<file path="config.mk">
export PLATFORM = sky130hd
export DESIGN_NAME = dhi_top
export DESIGN_NICKNAME = d
export VERILOG_FILES = /design/src/logic/dhi_pkg.sv /design/src/logic/dhi_sync.sv /design/src/logic/dhi_top.sv
export SDC_FILE = /design/constraint.sdc
export NUM_CORES = 1
export LEC_CHECK = 0
export BUFFER_PORTS_ARGS = -buffer_cell sky130_fd_sc_hd__buf_2
export CAP_MARGIN = 0
export CELL_PAD_IN_SITES_DETAIL_PLACEMENT = 1
export CELL_PAD_IN_SITES_GLOBAL_PLACEMENT = 2
export CORE_UTILIZATION = 37
export CTS_CLUSTER_SIZE = 14
export DETAILED_ROUTE_END_ITERATION = 10
export PLACE_DENSITY = 0.83
export SLEW_MARGIN = 20
export SYNTH_ARGS = -nofsm -noshare
export SYNTH_HDL_FRONTEND = slang
export SYNTH_SLANG_ARGS = --single-unit
</file>
<file path="constraint.sdc">
create_clock -name clk -period 8.4 [get_ports clk]
set_clock_uncertainty 0.15 [all_clocks]
set_input_delay 1.26 -clock clk [delete_from_list [all_inputs] [get_ports clk]]
set_output_delay 1.26 -clock clk [all_outputs]
set_load 0.05 [all_outputs]
</file>
<file path="src/logic/dhi_pkg.sv">
// Shared constants, pin map and state encodings for the display host interface.
package dhi_pkg;

	localparam int          DHI_BUS_W     = 18;
	localparam int          DHI_COLS      = 240;
	localparam int          DHI_ROWS      = 240;
	localparam logic [7:0]  DHI_COLS_LIM  = 8'hf0;
	localparam logic [7:0]  DHI_ROWS_LIM  = 8'hf0;
	localparam logic [3:0]  DHI_SER_LEN4  = 4'h8;
	localparam logic [3:0]  DHI_SER_LEN3  = 4'h9;
	localparam logic [3:0]  DHI_SER_STEP1 = 4'h1;
	localparam logic [3:0]  DHI_SER_STEP2 = 4'h2;
	localparam int          DHI_RD_BITS   = 8;

	// Positions inside the synchronised vector of single-bit pins.
	localparam int          DHI_PIN_W     = 15;
	localparam int          DHI_P_VS      = 0;
	localparam int          DHI_P_HS      = 1;
	localparam int          DHI_P_DE      = 2;
	localparam int          DHI_P_PCLK    = 3;
	localparam int          DHI_P_SDI     = 4;
	localparam int          DHI_P_RDB     = 5;
	localparam int          DHI_P_WRB     = 6;
	localparam int          DHI_P_DCX     = 7;
	localparam int          DHI_P_CSB     = 8;
	localparam int          DHI_P_FMT     = 9;
	localparam int          DHI_P_TWO     = 10;
	localparam int          DHI_P_FOUR    = 11;
	localparam int          DHI_P_IM      = 12;
	localparam int          DHI_P_MODE    = 13;
	// Idle-high pins (syncs, strobes, chip select, serial clock) reset high so no false edge appears.
	localparam logic [14:0] DHI_PIN_RST   = 15'h01e3;
	localparam logic [17:0] DHI_BUS_RST   = 18'h00000;

	typedef enum logic [1:0] {
		DHI_MODE_SERIAL = 2'b00,
		DHI_MODE_MCU    = 2'b01,
		DHI_MODE_RGB    = 2'b10
	} dhi_mode_e;

	typedef enum logic [1:0] {
		DHI_SER_IDLE  = 2'b00,
		DHI_SER_SHIFT = 2'b01,
		DHI_SER_READ  = 2'b11
	} dhi_ser_e;

endpackage : dhi_pkg

</file>
<file path="src/logic/dhi_sync.sv">
// Two-flop synchroniser for a vector of pin inputs.
`timescale 1ns/1ps
`default_nettype none
module dhi_sync #(
	parameter int             W       = 1,
	parameter logic [W-1:0]   RST_VAL = '0
) (
	input  wire logic         clk,
	input  wire logic         rst_b,
	input  wire logic [W-1:0] d,
	output logic      [W-1:0] q
);

	logic [W-1:0] meta_q;

	// The first stage feeds only the second stage.
	always_ff @(posedge clk or negedge rst_b) begin
		if (!rst_b) begin
			meta_q <= RST_VAL;
			q      <= RST_VAL;
		end else begin
			meta_q <= d;
			q      <= meta_q;
		end
	end

endmodule : dhi_sync
`default_nettype wire

</file>
<file path="src/logic/dhi_top.sv">
// Host-facing pin interface of a 240x240 colour display: serial, MCU and RGB paths.
`timescale 1ns/1ps
`default_nettype none
//////////////////////////////////////////////////////////////////////////////////////////////
// Function
// - Serial data sampled on serial clock rise
// - Select low: data line bidirectional, else input
// - Select one means data, zero means command
// - Read strobe drives bus; host captures at rise
// - Shared 18-bit bus for MCU and RGB
// - Four-wire serial: write strobe carries data/command
// - Two-line serial: write strobe is second data
// - Data/command pin is serial clock in serial
// - Accept 262k colours, 65k format expanded (code expands RGB pixels only; MCU words pass raw)
// - Frame is 240 by 240 pixels
module dhi_top
	import dhi_pkg::*;
#(
	parameter int RD_BITS = DHI_RD_BITS
) (
	input  wire logic        clk,
	input  wire logic        rst_b,
	input  wire logic [1:0]  mode_sel,
	input  wire logic        interface_select_pin,
	input  wire logic        four_wire_sel,
	input  wire logic        two_line_sel,
	input  wire logic        pixel_format_65k,
	input  wire logic        chip_select_b,
	input  wire logic        data_command_select,
	input  wire logic        write_strobe_b,
	input  wire logic        read_strobe_b,
	input  wire logic [17:0] parallel_data_bus_in,
	output logic      [17:0] parallel_data_bus_out,
	output logic             parallel_data_bus_oe,
	input  wire logic        serial_data_in,
	output logic             serial_data_out,
	output logic             serial_data_oe,
	input  wire logic        dot_clock,
	input  wire logic        pixel_data_enable,
	input  wire logic        line_sync_b,
	input  wire logic        frame_sync_b,
	input  wire logic [17:0] read_word,
	input  wire logic        read_go,
	output logic             word_valid,
	output logic      [17:0] word_data,
	output logic             word_is_data,
	output logic             pixel_valid,
	output logic      [17:0] pixel_data,
	output logic      [7:0]  pixel_x,
	output logic      [7:0]  pixel_y,
	output logic             frame_start
);

	//////////////////////////////////////////////////////////////////////////////////////////
	logic                 rst_n;
	logic [DHI_PIN_W-1:0] pins_raw;
	logic [DHI_PIN_W-1:0] pins_s;
	logic [17:0]          bus_s;

	// Reset asserts at once but is released on the clock, so no flop sees a half-released reset.
	dhi_sync #(.W(1), .RST_VAL(1'b0)) u_rst_sync (.clk(clk), .rst_b(rst_b), .d(1'b1), .q(rst_n));

	assign pins_raw = {mode_sel, interface_select_pin, four_wire_sel, two_line_sel, pixel_format_65k,
		chip_select_b, data_command_select, write_strobe_b, read_strobe_b, serial_data_in,
		dot_clock, pixel_data_enable, line_sync_b, frame_sync_b};

	dhi_sync #(.W(DHI_PIN_W), .RST_VAL(DHI_PIN_RST)) u_pin_sync (.clk(clk), .rst_b(rst_n), .d(pins_raw), .q(pins_s));
	dhi_sync #(.W(DHI_BUS_W), .RST_VAL(DHI_BUS_RST)) u_bus_sync (.clk(clk), .rst_b(rst_n),
		.d(parallel_data_bus_in), .q(bus_s));

	//////////////////////////////////////////////////////////////////////////////////////////
	dhi_mode_e mode_s;
	logic      im_s, four_s, two_s, fmt_s, cs_s, dcx_s, wrb_s, rdb_s, sdi_s, pclk_s, de_s, hs_s, vs_s;
	logic      [DHI_PIN_W-1:0] prev_q;
	logic      ser_active, mcu_active, rgb_active;
	logic      scl_rise, scl_fall, wr_rise, rd_fall, pclk_rise, hs_fall, vs_fall;

	assign mode_s     = dhi_mode_e'(pins_s[DHI_P_MODE +: 2]);
	assign im_s       = pins_s[DHI_P_IM];
	assign four_s     = pins_s[DHI_P_FOUR];
	assign two_s      = pins_s[DHI_P_TWO];
	assign fmt_s      = pins_s[DHI_P_FMT];
	assign cs_s       = ~pins_s[DHI_P_CSB];
	assign dcx_s      = pins_s[DHI_P_DCX];
	assign wrb_s      = pins_s[DHI_P_WRB];
	assign rdb_s      = pins_s[DHI_P_RDB];
	assign sdi_s      = pins_s[DHI_P_SDI];
	assign pclk_s     = pins_s[DHI_P_PCLK];
	assign de_s       = pins_s[DHI_P_DE];
	assign hs_s       = pins_s[DHI_P_HS];
	assign vs_s       = pins_s[DHI_P_VS];

	// Serial commands also run alongside the RGB stream, so only MCU mode disables them.
	assign ser_active = (mode_s != DHI_MODE_MCU);
	assign mcu_active = (mode_s == DHI_MODE_MCU);
	assign rgb_active = (mode_s == DHI_MODE_RGB);
	assign scl_rise   = dcx_s & ~prev_q[DHI_P_DCX];
	assign scl_fall   = ~dcx_s & prev_q[DHI_P_DCX];
	assign wr_rise    = wrb_s & ~prev_q[DHI_P_WRB];
	assign rd_fall    = ~rdb_s & prev_q[DHI_P_RDB];
	assign pclk_rise  = pclk_s & ~prev_q[DHI_P_PCLK];
	assign hs_fall    = ~hs_s & prev_q[DHI_P_HS];
	assign vs_fall    = ~vs_s & prev_q[DHI_P_VS];

	// The previous copy resets to the synchroniser's own reset value, so no edge is seen after reset.
	always_ff @(posedge clk or negedge rst_n) begin
		if (!rst_n) begin
			prev_q <= DHI_PIN_RST;
		end else begin
			prev_q <= pins_s;
		end
	end

	//////////////////////////////////////////////////////////////////////////////////////////
	dhi_ser_e    ser_state_q, ser_state_d;
	logic [3:0]  ser_cnt_q, ser_cnt_d, ser_len;
	logic [8:0]  ser_sh_q, ser_sh_d;
	logic [17:0] rd_sh_q, rd_sh_d;
	logic [4:0]  rd_cnt_q, rd_cnt_d;
	logic        sda_out_d, sda_oe_d;
	logic        ser_word_v, ser_dc, ser_shift_ok;
	logic [7:0]  ser_byte;

	// Two-line framing wins over four-wire, since both claim the write strobe pin.
	assign ser_len      = (four_s && !two_s) ? DHI_SER_LEN4 : DHI_SER_LEN3;
	assign ser_shift_ok = (ser_state_q == DHI_SER_SHIFT) && ser_active && cs_s && !(read_go && !im_s);

	always_comb begin
		ser_state_d = ser_state_q;
		ser_cnt_d   = ser_cnt_q;
		ser_sh_d    = ser_sh_q;
		rd_sh_d     = rd_sh_q;
		rd_cnt_d    = rd_cnt_q;
		sda_out_d   = serial_data_out;
		sda_oe_d    = serial_data_oe & ~im_s;
		ser_word_v  = 1'b0;
		ser_dc      = 1'b0;
		ser_byte    = 8'h00;
		if (!ser_active || !cs_s) begin
			ser_state_d = DHI_SER_IDLE;
			ser_cnt_d   = 4'h0;
			sda_oe_d    = 1'b0;
		end else begin
			case (ser_state_q)
				DHI_SER_IDLE: begin
					ser_state_d = DHI_SER_SHIFT;
					ser_cnt_d   = 4'h0;
				end
				DHI_SER_SHIFT: begin
					if (read_go && !im_s) begin
						ser_state_d = DHI_SER_READ;
						rd_sh_d     = read_word;
						rd_cnt_d    = 5'h00;
					end else if (scl_rise) begin
						if (two_s && ser_cnt_q != 4'h0) begin
							ser_sh_d  = {ser_sh_q[6:0], sdi_s, wrb_s};
							ser_cnt_d = ser_cnt_q + DHI_SER_STEP2;
						end else begin
							ser_sh_d  = {ser_sh_q[7:0], sdi_s};
							ser_cnt_d = ser_cnt_q + DHI_SER_STEP1;
						end
						if (ser_cnt_d == ser_len) begin
							ser_word_v = 1'b1;
							ser_byte   = ser_sh_d[7:0];
							ser_dc     = (ser_len == DHI_SER_LEN4) ? wrb_s : ser_sh_d[8];
							ser_cnt_d  = 4'h0;
						end
					end
				end
				DHI_SER_READ: begin
					if (scl_fall) begin
						if (rd_cnt_q == 5'(RD_BITS)) begin
							ser_state_d = DHI_SER_SHIFT;
							sda_oe_d    = 1'b0;
						end else begin
							sda_out_d = rd_sh_q[RD_BITS-1];
							sda_oe_d  = ~im_s;
							rd_sh_d   = {rd_sh_q[16:0], 1'b0};
							rd_cnt_d  = rd_cnt_q + 5'h01;
						end
					end
				end
				default: begin
					ser_state_d = DHI_SER_IDLE;
				end
			endcase
		end
	end

	//////////////////////////////////////////////////////////////////////////////////////////
	logic        word_valid_d, word_is_data_d, bus_oe_d, mcu_word_v;
	logic [17:0] word_data_d, bus_out_d;

	assign mcu_word_v = mcu_active && cs_s && wr_rise;

	always_comb begin
		word_valid_d   = ser_word_v | mcu_word_v;
		word_data_d    = word_data;
		word_is_data_d = word_is_data;
		if (ser_word_v) begin
			word_data_d    = {10'h000, ser_byte};
			word_is_data_d = ser_dc;
		end else if (mcu_word_v) begin
			word_data_d    = bus_s;
			word_is_data_d = dcx_s;
		end
		// The bus stays released until the strobe is seen low, and the host must not drive it then.
		bus_oe_d  = mcu_active && cs_s && !rdb_s;
		bus_out_d = rd_fall ? read_word : parallel_data_bus_out;
	end

	//////////////////////////////////////////////////////////////////////////////////////////
	logic [7:0]  x_q, x_d, y_q, y_d, pix_x_d, pix_y_d;
	logic        line_seen_q, line_seen_d, pix_valid_d, frame_start_d;
	logic [17:0] pix_data_d;

	always_comb begin
		x_d           = x_q;
		y_d           = y_q;
		line_seen_d   = line_seen_q;
		pix_valid_d   = 1'b0;
		pix_data_d    = pixel_data;
		pix_x_d       = pixel_x;
		pix_y_d       = pixel_y;
		frame_start_d = 1'b0;
		if (rgb_active) begin
			if (vs_fall) begin
				x_d           = 8'h00;
				y_d           = 8'h00;
				line_seen_d   = 1'b0;
				frame_start_d = 1'b1;
			end else if (hs_fall) begin
				x_d         = 8'h00;
				line_seen_d = 1'b0;
				if (line_seen_q && y_q != DHI_ROWS_LIM) begin
					y_d = y_q + 8'h01;
				end
			end else if (pclk_rise && de_s) begin
				// Pixels past the 240x240 array are dropped rather than wrapped onto visible ones.
				if (x_q != DHI_COLS_LIM && y_q != DHI_ROWS_LIM) begin
					pix_valid_d = 1'b1;
					pix_x_d     = x_q;
					pix_y_d     = y_q;
					x_d         = x_q + 8'h01;
					line_seen_d = 1'b1;
					if (fmt_s) begin
						pix_data_d = {bus_s[15:11], bus_s[15], bus_s[10:5], bus_s[4:0], bus_s[4]};
					end else begin
						pix_data_d = bus_s;
					end
				end
			end
		end
	end

	//////////////////////////////////////////////////////////////////////////////////////////
	always_ff @(posedge clk or negedge rst_n) begin
		if (!rst_n) begin
			ser_state_q           <= DHI_SER_IDLE;
			ser_cnt_q             <= 4'h0;
			ser_sh_q              <= 9'h000;
			rd_sh_q               <= 18'h00000;
			rd_cnt_q              <= 5'h00;
			serial_data_out       <= 1'b0;
			serial_data_oe        <= 1'b0;
			word_valid            <= 1'b0;
			word_data             <= 18'h00000;
			word_is_data          <= 1'b0;
			parallel_data_bus_out <= 18'h00000;
			parallel_data_bus_oe  <= 1'b0;
			x_q                   <= 8'h00;
			y_q                   <= 8'h00;
			line_seen_q           <= 1'b0;
			pixel_valid           <= 1'b0;
			pixel_data            <= 18'h00000;
			pixel_x               <= 8'h00;
			pixel_y               <= 8'h00;
			frame_start           <= 1'b0;
		end else begin
			ser_state_q           <= ser_state_d;
			ser_cnt_q             <= ser_cnt_d;
			ser_sh_q              <= ser_sh_d;
			rd_sh_q               <= rd_sh_d;
			rd_cnt_q              <= rd_cnt_d;
			serial_data_out       <= sda_out_d;
			serial_data_oe        <= sda_oe_d;
			word_valid            <= word_valid_d;
			word_data             <= word_data_d;
			word_is_data          <= word_is_data_d;
			parallel_data_bus_out <= bus_out_d;
			parallel_data_bus_oe  <= bus_oe_d;
			x_q                   <= x_d;
			y_q                   <= y_d;
			line_seen_q           <= line_seen_d;
			pixel_valid           <= pix_valid_d;
			pixel_data            <= pix_data_d;
			pixel_x               <= pix_x_d;
			pixel_y               <= pix_y_d;
			frame_start           <= frame_start_d;
		end
	end
endmodule : dhi_top
`default_nettype wire

</file>
==> results_dict.tcl <==
set metrics [dict create \
    io_buffers 130 \
    cts-root-buf "clkbuf_16" \
    fin_crit_sh 0.370 \
    period_minus_slack_ns 3.10 \
    coreArea_sq_mm 0.0197 \
    wl_per_cell_microns 16.5 \
    yosys.area.top_type_share 0.594 \
    ys_ff_latch 195 \
    grt_first_pass_wirelength_microns 27300 \
    cts_tree "yes" \
    overflow 0 \
    placementRows 51 \
    max_cap_viol_count 0 \
    synth.distinct_cells 54 \
    dieArea_sq_mm 0.0208 \
    worstSkewPairLatency_ns 0.42 \
    ir_worst_vdd_v 0.000137 \
    cts_sinks 195 \
    crit_required_ns 8.57 \
    setup.worst_path.start_class "register" \
    outcome "completed" \
    syn_inst 588 \
    endpoint_kind "register" \
    max_freq_mhz 322 \
    io_pins 131 \
    grt_antenna_before_repair 1 \
    start_util 0.382 \
    area_delta_synth_final_pct 20.9 \
    clk_pin_slew_ns 0.08 \
    mappedNetlistArea_sq_mm 0.00750 \
    drive_above_1_share 0.311 \
    path_max_fanout 9 \
    finalHoldViolations 0 \
    setup_tns_ns 0 \
    final_area_sq_mm 0.00906 \
    cts_buffers 17 \
    grt_max_degree 72 \
    ctsLongestPathBuffers 2 \
    synth.area.top_cells "dfrtp_1, mux2i_1, dfstp_2" \
    grt_setup_unrepaired "false" \
    synthesis.nets 651 \
    slew_headroom 0.351 \
    dr.first_iter.drc_count 254 \
    postCtsSetupRepairBufs 0 \
    num_antenna_cells 0 \
    grt_pass1_vias 5333 \
    firstDrtPassIters 4 \
    die_x_microns 144 \
    seq_area_frac_synth 0.653 \
    synthFlopType "dfrtp_1" \
    ys_async_sr_fraction 1.00 \
    hold_class "register to register" \
    setup_viol 0 \
    crit_type "register to register" \
    die_h_microns 144 \
    routed_via_density 4.98 \
    htreeDepth 4 \
    arrival_ns 3.28 \
    dpl.hpwl_microns 11600 \
    synth_top_area_cell "dfrtp_1" \
    avgSynthCellArea_sq_um 12.8 \
    worst_slew_pin_slew_ns 0.974 \
    post_dp_cell_area_sq_mm 0.00844 \
    num_vias 4959 \
    track_usage 0.171 \
    leakagePower_nw 4.45 \
    yosysWarnings 0 \
    antenna_left 0 \
    drv_slew 0 \
    cts_hold_buffers 0 \
    synth_edf_count 0 \
    postCtsResizedCells 0 \
    drcViolationCount 0 \
    gp_congestion 0.798 \
    power.density_mw_per_mm2 267 \
    route.final.wire_length_microns 16400 \
    final_nets 781 \
]
[synthesized netlist by cell type (3+ instances only)]
library cell and number:
a22o_1 7, clkbuf_1 16, nand2b_1 12, mux2i_1 50, a31oi_1 5, or3_1 6
inv_1 14, mux2_2 36, a21oi_1 39, xor2_1 3, o311ai_0 3, dfrtp_1 178
nor2_1 39, nand3_1 11, buf_2 3, buf_1 4, o21ai_0 23, ha_1 9
nor2b_1 4, dfstp_2 17, nand4_1 3, nand3b_1 4, nand2_1 55, nor3_1 7
[layout by cell type (no fill, tap or decap), types with 4 or more instances in the layout]
cell type	instances
nand3_1	11
buf_4	5
dfstp_2	17
or3_1	6
nor2_1	39
mux2_2	36
nor2b_1	4
inv_1	14
nand2_1	55
o21ai_0	23
dfrtp_1	177
nand3b_1	4
nor3_1	7
a31oi_1	5
ha_1	9
a21oi_1	39
mux2i_1	50
inv_6	4
a22o_1	7
nand2b_1	12
buf_2	130
clkbuf_16	17
[through the flow]
stage                     instances  total power, mW  setup WS (ns)  utilization  hold slack [ns]
after floorplan                 588             1.45           2.44            -            0.181
after global placement          964             1.57           5.03        0.429            0.184
after detailed placement        964             1.59           4.92        0.429            0.186
after CTS                       996             2.45           5.26        0.461            0.200
after global routing            996             2.53           5.13        0.461            0.207
final                           996             2.42           5.30        0.461            0.199
[per-layer routing]
metal	GRT usage	part of all wire	up-vias
li1	-	-	2319
met1	0.218	0.46	2524
met2	0.281	0.48	105
met3	0.0520	0.052	9
met4	0.0449	0.0065	2
met5	0	0.00079	-
[cell type report]
| cell class | instances | area, sq um |
|---|---|---|
| Tap cell | 265 | 332 |
| Fill cell | 2158 | 10600 |
| Multi-Input combinational cell | 355 | 2460 |
| Clock inverter | 14 | 190 |
| Inverter | 14 | 52.6 |
| Timing Repair Buffer | 135 | 688 |
| Clock buffer | 18 | 439 |
| Sequential cell | 195 | 4900 |
[worst paths after layout]
kind	start	end	slack, ns	depth (start not counted)
min reg2reg	u_bus_sync.meta_q[12]	u_bus_sync.q[12]	0.20	0
min in group asynchronous	u_rst_sync.q	parallel_data_bus_out[10]	0.32	0
max	ser_cnt_q[0]	word_is_data	5.30	7
max in group asynchronous	u_rst_sync.q	pixel_data[3]	5.62	2
max reg2reg	ser_cnt_q[0]	word_is_data	5.30	7
min	u_bus_sync.meta_q[12]	u_bus_sync.q[12]	0.20	0
[registers in the layout, summed over array words and instances, names as in the netlist, 15 cells and up]
name                   count
parallel_data_bus_out     18
pixel_data                18
u_bus_sync.meta_q         18
u_bus_sync.q              18
word_data                 18
u_pin_sync.meta_q         15
u_pin_sync.q              15
[worst max-delay path, cell delays in order, from the launching register on]
cell and delay (ns):
dfrtp_1 0.49, inv_1 0.15, ha_1 0.20, or3b_1 0.47, a2111oi_4 0.40, o2111ai_2 0.20, or3_1 0.65, o221a_1 0.30
[power by group]
group	leakage, nW	total, mW	switching [mW]	internal, mW
sequential	2.40	1.12	0.0751	1.04
combinational	1.74	0.445	0.329	0.116
clock	0.308	0.857	0.370	0.487
[cell families (layout without fill, tap and decap cells)]
family,count (synthesis),count (layout),share of synthesized area
buffers and inverters,38,181,0.0205
other,1,1,0.000500
adder cells (fa/ha/maj),9,9,0.0150
AO/OA/AOI/OAI,99,99,0.0851
flip-flops,195,195,0.653
XOR/XNOR,5,5,0.00584
multiplexers,86,86,0.121
AND/OR/NAND/NOR,155,155,0.0989
Power figures use the tool's default switching activity.
